<file path="config.mk">
export PLATFORM = sky130hd
export DESIGN_NAME = adc_scan_sequencer
export DESIGN_NICKNAME = d
export VERILOG_FILES = /design/src/verilog/adc_scan_pkg.sv /design/src/verilog/adc_scan_sequencer.sv /design/src/verilog/pin_sync.sv /design/src/verilog/queue_mem.sv
export VERILOG_INCLUDE_DIRS = /design/src /design/src/verilog
export SDC_FILE = /design/constraint.sdc
export NUM_CORES = 1
export LEC_CHECK = 0
export ABC_AREA = 1
export ABC_CLOCK_PERIOD_IN_PS = 2910
export BUFFER_PORTS_ARGS = -buffer_cell sky130_fd_sc_hd__buf_2
export CORE_MARGIN = 3
export CORE_UTILIZATION = 62
export DETAILED_ROUTE_END_ITERATION = 8
export MAX_ROUTING_LAYER = met4
export PLACE_DENSITY = 0.86
export SYNTH_ARGS = -nofsm -noshare
export SYNTH_HDL_FRONTEND = slang
export SYNTH_HIERARCHICAL = 1
export SYNTH_SLANG_ARGS = --single-unit
</file>
<file path="constraint.sdc">
create_clock -name sys_clk -period 2.91 [get_ports sys_clk]
set_clock_uncertainty 0.2 [all_clocks]
set_input_delay 0.291 -clock sys_clk [delete_from_list [all_inputs] [get_ports sys_clk]]
set_output_delay 0.291 -clock sys_clk [all_outputs]
set_load 0.02 [all_outputs]
</file>
<file path="src/verilog/adc_scan_regs.svh">
// register map, field positions, reset values and timing figures of the scan sequencer
// assumes a 250 MHz system clock and a byte-addressed 32-bit register bus
//
// Behaviour
// - each queue entry holds channel plus range
// - queue holds up to sixteen software-written entries
// - scan start fetches entry zero, applies, converts
// - after each conversion fetch, apply, convert next
// - after last configured entry wrap to zero
// - repeat until requested sample count, then stop
// - over-range input gives saturated full-scale code
// - pin as output drives internal pacer clock
// - pin as input: continuous or gated mode
// - continuous default: drop first external pulse
// - gated: convert on every pulse, first included
// - after reset the pacer pin is output
// - clock mode matters only for external pacing
// - hardware pacing sustains up to 50 kS/s
// - eight single-ended or four differential channels
// - differential results are full 12-bit codes
// - single-ended results span codes 0 to 2047
// - differential gains 1..20; single-ended fixed gain two
// - scan may start from external trigger pin
// - trigger edge selectable rising or falling
`ifndef ADC_SCAN_REGS_SVH
`define ADC_SCAN_REGS_SVH

// ----------------------------------------------------------------------
// register offsets (byte addresses)
// ----------------------------------------------------------------------
`define ADDR_CTRL     8'h00
`define ADDR_QLAST    8'h04
`define ADDR_COUNT    8'h08
`define ADDR_PACE     8'h0c
`define ADDR_STATUS   8'h10
`define ADDR_DATA     8'h14
`define ADDR_QBASE_HI 2'h1
`define QAREA_MSB     7
`define QAREA_LSB     6
`define QIDX_MSB      5
`define QIDX_LSB      2

// ----------------------------------------------------------------------
// control bits
// ----------------------------------------------------------------------
`define CTRL_START    0
`define CTRL_STOP     1
`define CTRL_EXTPACE  2
`define CTRL_TRIGEN   3
`define CTRL_TRIGFALL 4
`define CTRL_SYNCIN   5
`define CTRL_GATED    6
`define CTRL_DIFF     7
`define CTRL_RST      8'h00

// ----------------------------------------------------------------------
// status and entry fields
// ----------------------------------------------------------------------
`define STAT_BUSY     0
`define STAT_NEW      1
`define STAT_IDX_LSB  8
`define STAT_CNT_LSB  16
`define ENT_CH_LSB    0
`define ENT_RG_LSB    3

// ----------------------------------------------------------------------
// conversion codes
// ----------------------------------------------------------------------
`define CODE_DIFF_MAX 15'sh0fff
`define CODE_SE_MAX   15'sh07ff
`define CODE_DIFF_MID 15'sh0800
`define CODE_SE_MID   15'sh0400
`define SE_RANGE      3'h1
`define DIFF_CH_MASK  3'h3

// ----------------------------------------------------------------------
// timing
// ----------------------------------------------------------------------
`define CLK_NS        4
`define MAX_RATE_SPS  50000
`define PACE_MIN_NS   (1000000000 / `MAX_RATE_SPS)
`define SETTLE_NS     2000
`define SETTLE_CYC    16'((`SETTLE_NS + `CLK_NS - 1) / `CLK_NS)
`define PACE_MIN_CYC  ((`PACE_MIN_NS + `CLK_NS - 1) / `CLK_NS)

`endif

</file>
<file path="src/verilog/adc_scan_pkg.sv">
// types shared by the scan sequencer modules
// assumes adc_scan_regs.svh supplies the numeric constants
package adc_scan_pkg;

  typedef enum logic [2:0] {
    ST_IDLE,
    ST_ARM,
    ST_FETCH,
    ST_APPLY,
    ST_SETTLE,
    ST_WAITPACE,
    ST_CONV
  } scan_state_t;

  typedef logic [3:0]  qidx_t;
  typedef logic [5:0]  entry_t;
  typedef logic [11:0] code_t;

endpackage : adc_scan_pkg

</file>
<file path="src/verilog/adc_scan_sequencer.sv">
// scan sequencer: channel/range queue walk, pacing, trigger and register slave
// assumes an avalon-mm master on sys_clk and a converter front end on the same clock
//
// Implementation choices: the Avalon-MM register port and the address map.
`timescale 1ns/1ps
`include "adc_scan_regs.svh"
module adc_scan_sequencer
  import adc_scan_pkg::*;
#(
  parameter int unsigned PACE_MIN_CYCLES = `PACE_MIN_CYC
)
(
  // clock and reset
  input  wire logic        sys_clk,
  input  wire logic        rst,
  // avalon-mm slave
  input  wire logic [7:0]  address,
  input  wire logic        read,
  input  wire logic        write,
  input  wire logic [31:0] writedata,
  input  wire logic [3:0]  byteenable,
  output logic [31:0]      readdata,
  output logic             waitrequest,
  // pacer pin, two-way
  input  wire logic        pacerPinIn,
  output logic             pacerPinOut,
  output logic             pacerPinOe,
  // external edge trigger
  input  wire logic        edgeTriggerPin,
  // converter front end
  output logic [2:0]       muxChannel,
  output logic [2:0]       rangeSel,
  output logic [4:0]       gainFactor,
  output logic             diffMode,
  output logic             convStart,
  input  wire logic        convDone,
  input  wire logic [13:0] convRaw,
  // sample stream
  output adc_scan_pkg::code_t sampleData,
  output logic [2:0]       sampleChannel,
  output logic             sampleValid
);
  import adc_scan_pkg::*;

  // ----------------------------------------------------------------------
  // helpers
  // ----------------------------------------------------------------------
  function automatic logic [31:0] merge(input logic [31:0] old, input logic [31:0] nw, input logic [3:0] be);
    logic [31:0] r;
    r = old;
    for (int b = 0; b < 4; b++)
    begin
      if (be[b])
      begin
        r[b*8 +: 8] = nw[b*8 +: 8];
      end
    end
    return r;
  endfunction : merge

  // out-of-range input simply pins to the end code, nothing flags it
  function automatic code_t saturate(input logic [13:0] raw, input logic diff);
    logic signed [14:0] v;
    logic signed [14:0] top;
    v   = diff ? ($signed({raw[13], raw}) + `CODE_DIFF_MID)
               : ($signed({raw[13], raw[13], raw[13:1]}) + `CODE_SE_MID);
    top = diff ? `CODE_DIFF_MAX : `CODE_SE_MAX;
    if (v < 0)
    begin
      v = '0;
    end
    else if (v > top)
    begin
      v = top;
    end
    return code_t'(v[11:0]);
  endfunction : saturate

  function automatic logic [4:0] gain_of(input logic [2:0] rg);
    logic [4:0] g;
    case (rg)
      3'h0:    g = 5'h01;
      3'h1:    g = 5'h02;
      3'h2:    g = 5'h04;
      3'h3:    g = 5'h05;
      3'h4:    g = 5'h08;
      3'h5:    g = 5'h0a;
      3'h6:    g = 5'h10;
      default: g = 5'h14;
    endcase
    return g;
  endfunction : gain_of

  // ----------------------------------------------------------------------
  // state
  // ----------------------------------------------------------------------
  typedef struct packed {
    logic [7:0]  ctrl;
    qidx_t       qLast;
    logic [31:0] target;
    logic [31:0] paceDiv;
    scan_state_t st;
    qidx_t       idx;
    logic [31:0] done;
    logic [31:0] paceCnt;
    logic        pacerLvl;
    logic        pend;
    logic        firstSeen;
    logic [15:0] settle;
    logic [2:0]  chan;
    logic [2:0]  rng;
    code_t       data;
    logic [2:0]  dataChan;
    logic        dataNew;
    logic        sampleValid;
    logic        convStart;
    logic        ack;
    logic        qRead;
    logic [31:0] rdata;
  } seq_state_t;

  seq_state_t s_q, s_d;

  logic   syncLvl, syncRise, syncFall;
  logic   trigLvl, trigRise, trigFall;
  entry_t seqEntry, busEntry;
  logic   busReq, busDone, qArea, qWrite;
  logic [31:0] paceEff;
  logic   useExt, intTick, extTick, tick, trigHit;

  // ----------------------------------------------------------------------
  // pins and queue memory
  // ----------------------------------------------------------------------
  pin_sync u_pacer_sync
  (
    .sys_clk (sys_clk),
    .rst     (rst),
    .pinIn   (pacerPinIn),
    .level   (syncLvl),
    .rise    (syncRise),
    .fall    (syncFall)
  );

  pin_sync u_trig_sync
  (
    .sys_clk (sys_clk),
    .rst     (rst),
    .pinIn   (edgeTriggerPin),
    .level   (trigLvl),
    .rise    (trigRise),
    .fall    (trigFall)
  );

  queue_mem u_queue
  (
    .sys_clk (sys_clk),
    .rst     (rst),
    .wrEn    (qWrite),
    .wrAddr  (address[`QIDX_MSB:`QIDX_LSB]),
    .wrData  (writedata[5:0]),
    .rdAddrA (s_q.idx),
    .rdDataA (seqEntry),
    .rdAddrB (address[`QIDX_MSB:`QIDX_LSB]),
    .rdDataB (busEntry)
  );

  // ----------------------------------------------------------------------
  // bus decode: every access answers on the second edge
  // ----------------------------------------------------------------------
  assign busReq  = (read | write) & ~s_q.ack;
  assign busDone = (read | write) & s_q.ack;
  assign qArea   = (address[`QAREA_MSB:`QAREA_LSB] == `ADDR_QBASE_HI);
  assign qWrite  = write & s_q.ack & qArea & byteenable[0];

  // a pacer faster than the converter allows is clamped, not refused
  assign paceEff = (s_q.paceDiv < PACE_MIN_CYCLES) ? PACE_MIN_CYCLES : s_q.paceDiv;
  assign useExt  = s_q.ctrl[`CTRL_EXTPACE];
  assign intTick = (s_q.paceCnt == '0);
  // external edges arrive at most at 50 kHz, so the sync stage never merges two
  assign extTick = syncRise & s_q.ctrl[`CTRL_SYNCIN];
  assign tick    = useExt ? extTick : intTick;
  assign trigHit = s_q.ctrl[`CTRL_TRIGFALL] ? trigFall : trigRise;

  always_comb
  begin
    s_d             = s_q;
    s_d.sampleValid = 1'b0;
    s_d.convStart   = 1'b0;
    s_d.ack         = busReq;

    // --------------------------------------------------------------------
    // register reads, captured one edge ahead of the answer
    // --------------------------------------------------------------------
    s_d.qRead = qArea;
    s_d.rdata = '0;
    case (address)
      `ADDR_CTRL:   s_d.rdata[7:0] = s_q.ctrl;
      `ADDR_QLAST:  s_d.rdata[3:0] = s_q.qLast;
      `ADDR_COUNT:  s_d.rdata      = s_q.target;
      `ADDR_PACE:   s_d.rdata      = s_q.paceDiv;
      `ADDR_STATUS:
      begin
        s_d.rdata[`STAT_BUSY]                  = (s_q.st != ST_IDLE);
        s_d.rdata[`STAT_NEW]                   = s_q.dataNew;
        s_d.rdata[`STAT_IDX_LSB +: 4]          = s_q.idx;
        s_d.rdata[`STAT_CNT_LSB +: 16]         = s_q.done[15:0];
      end
      `ADDR_DATA:   s_d.rdata[11:0] = s_q.data;
      default:      s_d.rdata = '0;
    endcase

    // --------------------------------------------------------------------
    // register writes, effective on the answering edge
    // --------------------------------------------------------------------
    if (write & s_q.ack)
    begin
      case (address)
        `ADDR_CTRL:
        begin
          if (byteenable[0])
          begin
            s_d.ctrl = writedata[7:0];
            s_d.ctrl[`CTRL_START] = 1'b0;
            s_d.ctrl[`CTRL_STOP]  = 1'b0;
          end
        end
        `ADDR_QLAST:
        begin
          if (byteenable[0])
          begin
            s_d.qLast = writedata[3:0];
          end
        end
        `ADDR_COUNT: s_d.target  = merge(s_q.target, writedata, byteenable);
        `ADDR_PACE:  s_d.paceDiv = merge(s_q.paceDiv, writedata, byteenable);
        default:     s_d.qLast   = s_q.qLast;
      endcase
    end
    if (read & s_q.ack & (address == `ADDR_DATA))
    begin
      s_d.dataNew = 1'b0;
    end

    // --------------------------------------------------------------------
    // internal pacer, also driven out on the pacer pin
    // --------------------------------------------------------------------
    if (s_q.st == ST_IDLE || s_q.st == ST_ARM || intTick)
    begin
      s_d.paceCnt = paceEff - 32'h1;
    end
    else
    begin
      s_d.paceCnt = s_q.paceCnt - 32'h1;
    end
    s_d.pacerLvl = (s_q.st != ST_IDLE) && (s_q.st != ST_ARM)
                   && (s_q.paceCnt >= (paceEff >> 1));

    // --------------------------------------------------------------------
    // sequencer
    // --------------------------------------------------------------------
    case (s_q.st)
      ST_IDLE:
      begin
        if (write & s_q.ack & (address == `ADDR_CTRL) & byteenable[0]
            & writedata[`CTRL_START] & (s_q.target != '0))
        begin
          s_d.idx       = '0;
          s_d.done      = '0;
          s_d.pend      = 1'b0;
          s_d.firstSeen = 1'b0;
          s_d.st        = writedata[`CTRL_TRIGEN] ? ST_ARM : ST_FETCH;
        end
      end
      ST_ARM:
      begin
        if (trigHit)
        begin
          s_d.st = ST_FETCH;
        end
      end
      ST_FETCH:
      begin
        s_d.st = ST_APPLY;
      end
      ST_APPLY:
      begin
        s_d.chan   = seqEntry[`ENT_CH_LSB +: 3];
        s_d.rng    = s_q.ctrl[`CTRL_DIFF] ? seqEntry[`ENT_RG_LSB +: 3] : `SE_RANGE;
        if (s_q.ctrl[`CTRL_DIFF])
        begin
          s_d.chan = seqEntry[`ENT_CH_LSB +: 3] & `DIFF_CH_MASK;
        end
        s_d.settle = `SETTLE_CYC - 16'h1;
        s_d.st     = ST_SETTLE;
      end
      ST_SETTLE:
      begin
        if (s_q.settle == '0)
        begin
          s_d.st = ST_WAITPACE;
        end
        else
        begin
          s_d.settle = s_q.settle - 16'h1;
        end
      end
      ST_WAITPACE:
      begin
        if (s_q.pend)
        begin
          s_d.pend      = 1'b0;
          s_d.convStart = 1'b1;
          s_d.st        = ST_CONV;
        end
      end
      ST_CONV:
      begin
        if (convDone)
        begin
          s_d.data        = saturate(convRaw, s_q.ctrl[`CTRL_DIFF]);
          s_d.dataChan    = s_q.chan;
          s_d.dataNew     = 1'b1;
          s_d.sampleValid = 1'b1;
          s_d.done        = s_q.done + 32'h1;
          s_d.idx         = (s_q.idx == s_q.qLast) ? '0 : s_q.idx + 4'h1;
          s_d.st          = (s_q.done + 32'h1 == s_q.target) ? ST_IDLE : ST_FETCH;
        end
      end
      default:
      begin
        s_d.st = ST_IDLE;
      end
    endcase

    // --------------------------------------------------------------------
    // pace ticks held for the sequencer; after it, so a tick on the consuming edge is kept
    // --------------------------------------------------------------------
    if (tick && s_q.st != ST_IDLE && s_q.st != ST_ARM)
    begin
      if (useExt && !s_q.ctrl[`CTRL_GATED] && !s_q.firstSeen)
      begin
        s_d.firstSeen = 1'b1;
      end
      else
      begin
        s_d.pend = 1'b1;
      end
    end

    if (write & s_q.ack & (address == `ADDR_CTRL) & byteenable[0] & writedata[`CTRL_STOP])
    begin
      s_d.st   = ST_IDLE;
      s_d.pend = 1'b0;
    end
  end

  always_ff @(posedge sys_clk)
  begin
    if (rst)
    begin
      s_q      <= '0;
      s_q.ctrl <= `CTRL_RST;
      s_q.st   <= ST_IDLE;
    end
    else
    begin
      s_q <= s_d;
    end
  end

  // ----------------------------------------------------------------------
  // outputs
  // ----------------------------------------------------------------------
  assign waitrequest   = busReq;
  assign readdata      = s_q.qRead ? {26'h0, busEntry} : s_q.rdata;
  assign pacerPinOut   = s_q.pacerLvl;
  assign pacerPinOe    = ~s_q.ctrl[`CTRL_SYNCIN];
  assign muxChannel    = s_q.chan;
  assign rangeSel      = s_q.rng;
  assign gainFactor    = gain_of(s_q.rng);
  assign diffMode      = s_q.ctrl[`CTRL_DIFF];
  assign convStart     = s_q.convStart;
  assign sampleData    = s_q.data;
  assign sampleChannel = s_q.dataChan;
  assign sampleValid   = s_q.sampleValid;

endmodule : adc_scan_sequencer

</file>
<file path="src/verilog/pin_sync.sv">
// two-flop synchroniser with edge detection for a pin from outside the clock domain
// assumes the pin changes no faster than a few system clocks
`timescale 1ns/1ps
module pin_sync
(
  // clock and reset
  input  wire logic sys_clk,
  input  wire logic rst,
  // pin and decoded edges
  input  wire logic pinIn,
  output logic      level,
  output logic      rise,
  output logic      fall
);

  typedef struct packed {
    logic meta;
    logic sync;
    logic prev;
  } sync_state_t;

  sync_state_t s_q, s_d;

  always_comb
  begin
    s_d      = s_q;
    s_d.meta = pinIn;
    s_d.sync = s_q.meta;
    s_d.prev = s_q.sync;
  end

  always_ff @(posedge sys_clk)
  begin
    if (rst)
    begin
      s_q <= '0;
    end
    else
    begin
      s_q <= s_d;
    end
  end

  // only the second stage and its delayed copy are looked at
  assign level = s_q.sync;
  assign rise  = s_q.sync & ~s_q.prev;
  assign fall  = ~s_q.sync & s_q.prev;

endmodule : pin_sync

</file>
<file path="src/verilog/queue_mem.sv">
// sixteen-entry channel/range queue with one write port and two registered read ports
// assumes a single clock; port a serves the sequencer, port b the register bus
`timescale 1ns/1ps
module queue_mem
  import adc_scan_pkg::*;
(
  // clock and reset
  input  wire logic              sys_clk,
  input  wire logic              rst,
  // write port
  input  wire logic              wrEn,
  input  wire adc_scan_pkg::qidx_t  wrAddr,
  input  wire adc_scan_pkg::entry_t wrData,
  // read ports
  input  wire adc_scan_pkg::qidx_t  rdAddrA,
  output adc_scan_pkg::entry_t      rdDataA,
  input  wire adc_scan_pkg::qidx_t  rdAddrB,
  output adc_scan_pkg::entry_t      rdDataB
);
  import adc_scan_pkg::*;

  typedef struct packed {
    logic [15:0][5:0] mem;
    entry_t           rdA;
    entry_t           rdB;
  } mem_state_t;

  mem_state_t s_q, s_d;

  always_comb
  begin
    s_d     = s_q;
    s_d.rdA = s_q.mem[rdAddrA];
    s_d.rdB = s_q.mem[rdAddrB];
    if (wrEn)
    begin
      s_d.mem[wrAddr] = wrData;
    end
  end

  always_ff @(posedge sys_clk)
  begin
    if (rst)
    begin
      s_q <= '0;
    end
    else
    begin
      s_q <= s_d;
    end
  end

  assign rdDataA = s_q.rdA;
  assign rdDataB = s_q.rdB;

endmodule : queue_mem
</file>
Word level (Yosys, flattened, before mapping)

Cells that the tools add are included.

Multiplexer cells: 47
Reduce and logical (&&, ||, !) cells: 37
Shift operators: 0
Multiply operators: 0
Equal/unequal tests: 27
Order comparisons: 7
Divide/modulo/power cells: 0
Bitwise operators: 23
Add/subtract/negate cells: 7

Operator list:

| cell                                                                    | number |
|---|---|
| 96-bit bitwise mux                                                      | 1 |
| 32-bit 2-to-1 mux                                                       | 3 |
| 39-bit 2-to-1 mux                                                       | 2 |
| 36-bit one-hot mux with 2 select lines                                  | 1 |
| 32-bit by 1-bit subtractor with 32-bit output (second input constant)   | 2 |
| 6-bit binary-select mux with 4-bit select                               | 2 |
| 16-bit one-hot mux with 3 select lines                                  | 1 |
| 12-bit 2-to-1 mux                                                       | 3 |
| 5-bit one-hot mux with 7 select lines                                   | 1 |
| 3-bit AND reduction                                                     | 11 |
| 32-bit by 1-bit adder with 32-bit output (second input constant)        | 1 |
| 32-bit == test                                                          | 1 |
| 32-bit by 31-bit >= comparator with 1-bit output                        | 1 |
| 32-bit zero test                                                        | 1 |
| 32-bit by 13-bit < comparator with 1-bit output (second input constant) | 1 |
| 16-bit one-hot mux with 2 select lines                                  | 1 |
| 4-bit one-hot mux with 4 select lines                                   | 2 |
| 32-bit nonzero test                                                     | 1 |
| 6-bit demux with 4-bit select                                           | 1 |
| 3-bit one-hot mux with 7 select lines                                   | 1 |
| 2-bit one-hot mux with 5 select lines                                   | 2 |
| 3-bit == test (second input constant)                                   | 6 |
| 6-bit 2-to-1 mux                                                        | 3 |
| 8-bit by 4-bit == test with 1-bit output (second input constant)        | 2 |
| 39 further kinds                                                        | 97 |

Bits in latches: 0
Input bits: 65
Bits in writable memories: 0
Logic and storage cells: 200
Register bits: 336
Memory bits (read-only): 0
Memories kept: 0

Depth between registers and ports, before layout

Depth after elaboration: 9
Mapped depth: 24

By module

The synthesis kept the hierarchy.

Modules (own cells, without submodules):

| module             | seq. area each (um^2) | area each (um^2) | instances | cells an instance |
|---|---|---|---|---|
| adc_scan_sequencer | 4444.3                | 13023.7          | 1         | 2044 |
| queue_mem          | 2162.1                | 5860.6           | 1         | 900 |
| pin_sync           | 60.1                  | 93.8             | 2         | 12 |

Least setup slack after synthesis

No wires, ideal clock.

Path kind: reg-to-reg
From: register s_q, in the netlist diffMode
To: register s_q, in the netlist sampleData[0]
Slack: 390 ps
Stages on the path, launching flop included: 14
Arrival time: 2188 ps
Data required time: 2578 ps
Setup time: 132 ps
Path buffers: 2
Cell sequence: dfxtp_1 clkbuf_1 inv_1 clkbuf_1 nand2_1 o21ai_0 ha_1 nand3_1 o31ai_1 nand2_1 nand2_1 nand2_1 nand2_1 a21oi_1

Word-level cells in the longest chain between the ends: 4

Ends and longest elaborated chain:

| item                                                          | line                      | text |
|---|---|---|
| start, declared                                               | adc_scan_sequencer.sv:122 | `seq_state_t s_q, s_d;` |
| 15-bit 2-to-1 mux / 12-bit 2-to-1 mux (equally long branches) | --                        |  |
| 15-bit by 13-bit greater-than comparator with 1-bit output    | adc_scan_sequencer.sv:72  | `else if (v > top)` |
| 12-bit 2-to-1 mux                                             | adc_scan_sequencer.sv:72  |  |
| 12-bit 2-to-1 mux (*)                                         | adc_scan_sequencer.sv:68  | `if (v < 0)` |

Every way passes the cells marked *; elsewhere a longest branch is shown, timed or not.
A chain may end at the register's enable or synchronous reset.

==> insert_results.sql <==
INSERT INTO impl_metrics (metric_group, metric, value, unit) VALUES
('floorplanning', 'fp.dieArea', '32900', 'µm²'),
('clocking', 'cts-root-buf', 'sky130_fd_sc_hd__clkbuf_16', ''),
('global_routing', 'grt_first_pass_wirelength', '104', 'mm'),
('cells_and_area', 'final_layout_size_suffix_gt1_share', '14.3', '%'),
('detailed_routing', 'via_count', '21200', ''),
('sta', 'timing.max_slew.rel_slack', '31.6', '%'),
('critical_path', 'setup.worst_path.start_class', 'flip-flop', ''),
('clocking', 'worstSkewPairLatency', '0.53', 'ns'),
('pwr', 'worst_vdd_ir', '0.450', 'mV'),
('detailed_routing', 'detail_route.first_pass.iterations', '6', ''),
('place', 'dp_slack', '-0.00974', 'ns'),
('critical_path', 'worst_ep_required_time', '3.13', 'ns'),
('sta', 'slew_viol_final', '0', ''),
('yosys', 'synth.net_count', '3068', ''),
('global_routing', 'global_route.overflow_total', '0', ''),
('cells_and_area', 'nets', '3242', ''),
('yosys', 'syn_area', '19100', 'µm²'),
('run', 'cap_viol_max_count', '0', ''),
('floorplanning', 'start_util', '63.6', '%'),
('global_routing', 'grt_start_max_net_pins', '76', ''),
('floorplanning', 'die_h', '181', 'µm'),
('pwr', 'p_leak', '10.1', 'nW'),
('outcome', 'status', 'complete, but fails checks', ''),
('clocking', 'clock-sinks', '336', ''),
('yosys', 'postSynthCellCount', '2966', ''),
('sta', 'post_route_setup_slack', '-0.0190', 'ns'),
('place', 'dp.final_hpwl', '46.9', 'mm'),
('detailed_routing', 'drtAntennaViolNets', '0', ''),
('clocking', 'clk_transition_reported_paths', '0.07', 'ns'),
('critical_path', 'register_to_register_setup_slack', '-0.02', 'ns'),
('sta', 'grt_setup_unrepaired', 'true', ''),
('sta', 'final_clock_period_utilization_by_the_worst_path', '101', '%'),
('outcome', 'violations_in_the_final_reports', 'setup timing', ''),
('clocking', 'level_count_of_the_clock_h_tree', '2', ''),
('global_routing', 'first_global_vias', '19800', ''),
('clocking', 'tritoncts.num_buffers', '37', ''),
('cells_and_area', 'nFillCells', '2392', ''),
('critical_path', 'cp.arrival', '3.15', 'ns'),
('min_path', 'hold_path.class', 'primary input to flip-flop', ''),
('yosys', 'yosys_warnings', '6', ''),
('yosys', 'syn_avg_cell_area', '6.43', 'µm²'),
('detailed_routing', 'vias_per_cell', '5.96', ''),
('detailed_routing', 'drt-total-wl', '67.3', 'mm'),
('global_routing', 'grt_antenna_before_repair', '2', ''),
('sta', 'max_slew.worst_pin.slew', '1.02', 'ns'),
('pwr', 'design_power_total', '9.95', 'mW'),
('pwr', 'power.density', '447', 'nW/µm²'),
('detailed_routing', 'detail_route.wl_per_cell', '18.9', 'µm'),
('place', 'routabilityCongestion', '0.987', ''),
('place', 'port_buffers', '128', ''),
('cells_and_area', 'syn2layout_area_growth', '16.8', '%'),
('critical_path', 'critical_path.max_fanout', '7', ''),
('sta', 'number_of_failing_setup_endpoints_in_the_final_timing_report', '1', ''),
('critical_path', 'worstSetupEndpointType', 'flip-flop', ''),
('floorplanning', 'num_io_pins', '129', ''),
('floorplanning', 'floorplan.die.width', '181', 'µm'),
('sta', 'fmaxAchievable', '341', 'MHz'),
('clocking', 'ctsLongestPathBuffers', '3', ''),
('detailed_routing', 'drt_iter0_markers', '2511', ''),
('detailed_routing', 'drc_errors', '0', ''),
('global_routing', 'grt_util_all_layers', '39.6', '%'),
('clocking', 'cts_tree', 'built', ''),
('sta', 'hold_viol_final', '0', ''),
('floorplanning', 'core.rowCount', '63', ''),
('floorplanning', 'area_of_the_core_region', '30000', 'µm²'),
('critical_path', 'worst-setup-path-type', 'flip-flop to flip-flop', ''),
('sta', 'final_period_minus_worst_setup_slack', '2.93', 'ns'),
('sta', 'hold_slack', '0.0103', 'ns');
[critical path, stage by stage, from the launching register on]
cell and delay [ns]:
sky130_fd_sc_hd__dfxtp_1 0.32, sky130_fd_sc_hd__inv_2 0.06, sky130_fd_sc_hd__nand4_1 0.12, sky130_fd_sc_hd__nor2_2 0.16, sky130_fd_sc_hd__nand2_2 0.07, sky130_fd_sc_hd__nor2_4 0.18
sky130_fd_sc_hd__nand2_4 0.12, sky130_fd_sc_hd__buf_4 0.15, sky130_fd_sc_hd__nand2_1 0.09, sky130_fd_sc_hd__inv_1 0.06, sky130_fd_sc_hd__ha_1 0.18, sky130_fd_sc_hd__a21oi_1 0.14
sky130_fd_sc_hd__nor2_1 0.06, sky130_fd_sc_hd__a211oi_1 0.25, sky130_fd_sc_hd__o21ai_1 0.11, sky130_fd_sc_hd__nand2_1 0.08, sky130_fd_sc_hd__nand2_1 0.05, sky130_fd_sc_hd__nand2_1 0.06
sky130_fd_sc_hd__nand2_1 0.05, sky130_fd_sc_hd__nand2_1 0.08, sky130_fd_sc_hd__nand2_1 0.06, sky130_fd_sc_hd__nand3_1 0.13, sky130_fd_sc_hd__inv_1 0.05
[metrics by stage]
stage / area, µm² / utilization, % / instances / TNS, ns
detailed placement: 20300 / 67.8 / 3443 / -0.00974
global route: 22300 / 74.4 / 3560 / -0.455
CTS: 21900 / 73.1 / 3545 / 0
finish: 22300 / 74.4 / 3561 / -0.0190
floorplan: 19100 / - / 2966 / 0
global placement: 20300 / 67.8 / 3443 / 0
[power by group]
| part | total (mW) | internal [mW] | switching [mW] |
|---|---|---|---|
| clock network | 4.79 | 2.81 | 1.98 |
| registers | 4.63 | 4.62 | 0.0153 |
| logic | 0.521 | 0.163 | 0.358 |
| total | 9.95 | 7.59 | 2.36 |
[cells in the final DEF, fill, tap and decap left out, types with 8 or more instances in the layout]
cell                              n
sky130_fd_sc_hd__nand2_1        711
sky130_fd_sc_hd__inv_1          379
sky130_fd_sc_hd__nor2_1         372
sky130_fd_sc_hd__dfxtp_1        329
sky130_fd_sc_hd__nand3_1        292
sky130_fd_sc_hd__a21oi_1        174
sky130_fd_sc_hd__buf_4          129
sky130_fd_sc_hd__buf_2          127
sky130_fd_sc_hd__o21ai_0        117
sky130_fd_sc_hd__a211oi_1       113
sky130_fd_sc_hd__clkbuf_16       38
sky130_fd_sc_hd__dlygate4sd3_1   35
sky130_fd_sc_hd__nor3_1          34
sky130_fd_sc_hd__ha_1            29
sky130_fd_sc_hd__nand4_1         26
sky130_fd_sc_hd__inv_2           20
sky130_fd_sc_hd__nor2_2          20
sky130_fd_sc_hd__o22ai_1         20
sky130_fd_sc_hd__o21ai_2         16
sky130_fd_sc_hd__nor2_4          15
sky130_fd_sc_hd__nand2_2         11
sky130_fd_sc_hd__o21ai_1         10
sky130_fd_sc_hd__a221oi_1        10
sky130_fd_sc_hd__xor2_1           9
sky130_fd_sc_hd__clkbuf_1         9
sky130_fd_sc_hd__a31oi_1          8
[worst paths after layout]
kind	endpoint	depth (start not counted)	startpoint
min reg2reg	u_trig_sync/level	2	u_trig_sync/s_d[1]
max reg2reg	pacerPinOut	22	s_q[177]
min	s_q[195]	4	byteenable[1]
max	pacerPinOut	22	s_q[177]
[area by class of cell]
| type | count | area (µm²) | area share, % |
|---|---|---|---|
| multi-input cells | 2067 | 10300 | 46.1 |
| flip-flops and latches | 336 | 6740 | 30.2 |
| repair buffers | 296 | 2040 | 9.15 |
| inverters | 402 | 1510 | 6.79 |
| clock buffers | 52 | 1050 | 4.73 |
| well taps | 390 | 488 | 2.19 |
| clock inverters | 15 | 173 | 0.775 |
| diodes | 3 | 7.51 | 0.0337 |
[sequential cells by signal, summed over array words and instances, names as in the netlist, 3 cells and up]
| register | flops |
|---|---|
| u_queue/rdDataA | 6 |
| muxChannel | 3 |
| sampleData | 12 |
| s_q | 197 |
| u_queue/s_q | 96 |
| u_queue/rdDataB | 6 |
| rangeSel | 3 |
| sampleChannel | 3 |
[routing by layer]
layer | vias up | routed length (µm) | global-route usage [%]
met2 | 1347 | 30300 | 62.7
li1 | 9958 | - | -
met4 | 0 | 3680 | 18.1
met1 | 9622 | 26600 | 50.6
met5 | - | 0 | -
met3 | 283 | 6780 | 5.36
[repair_timing]
action / CTS / global route
cloned: 0 / 3
resized for setup: 3 / 69
setup buffers: 0 / 10
hold buffers: 35 / 0
pin swaps: 0 / 21
hold endpoints to repair: 74 / 0
setup endpoints to repair: 2 / 44
Power figures use the tool's default switching activity.
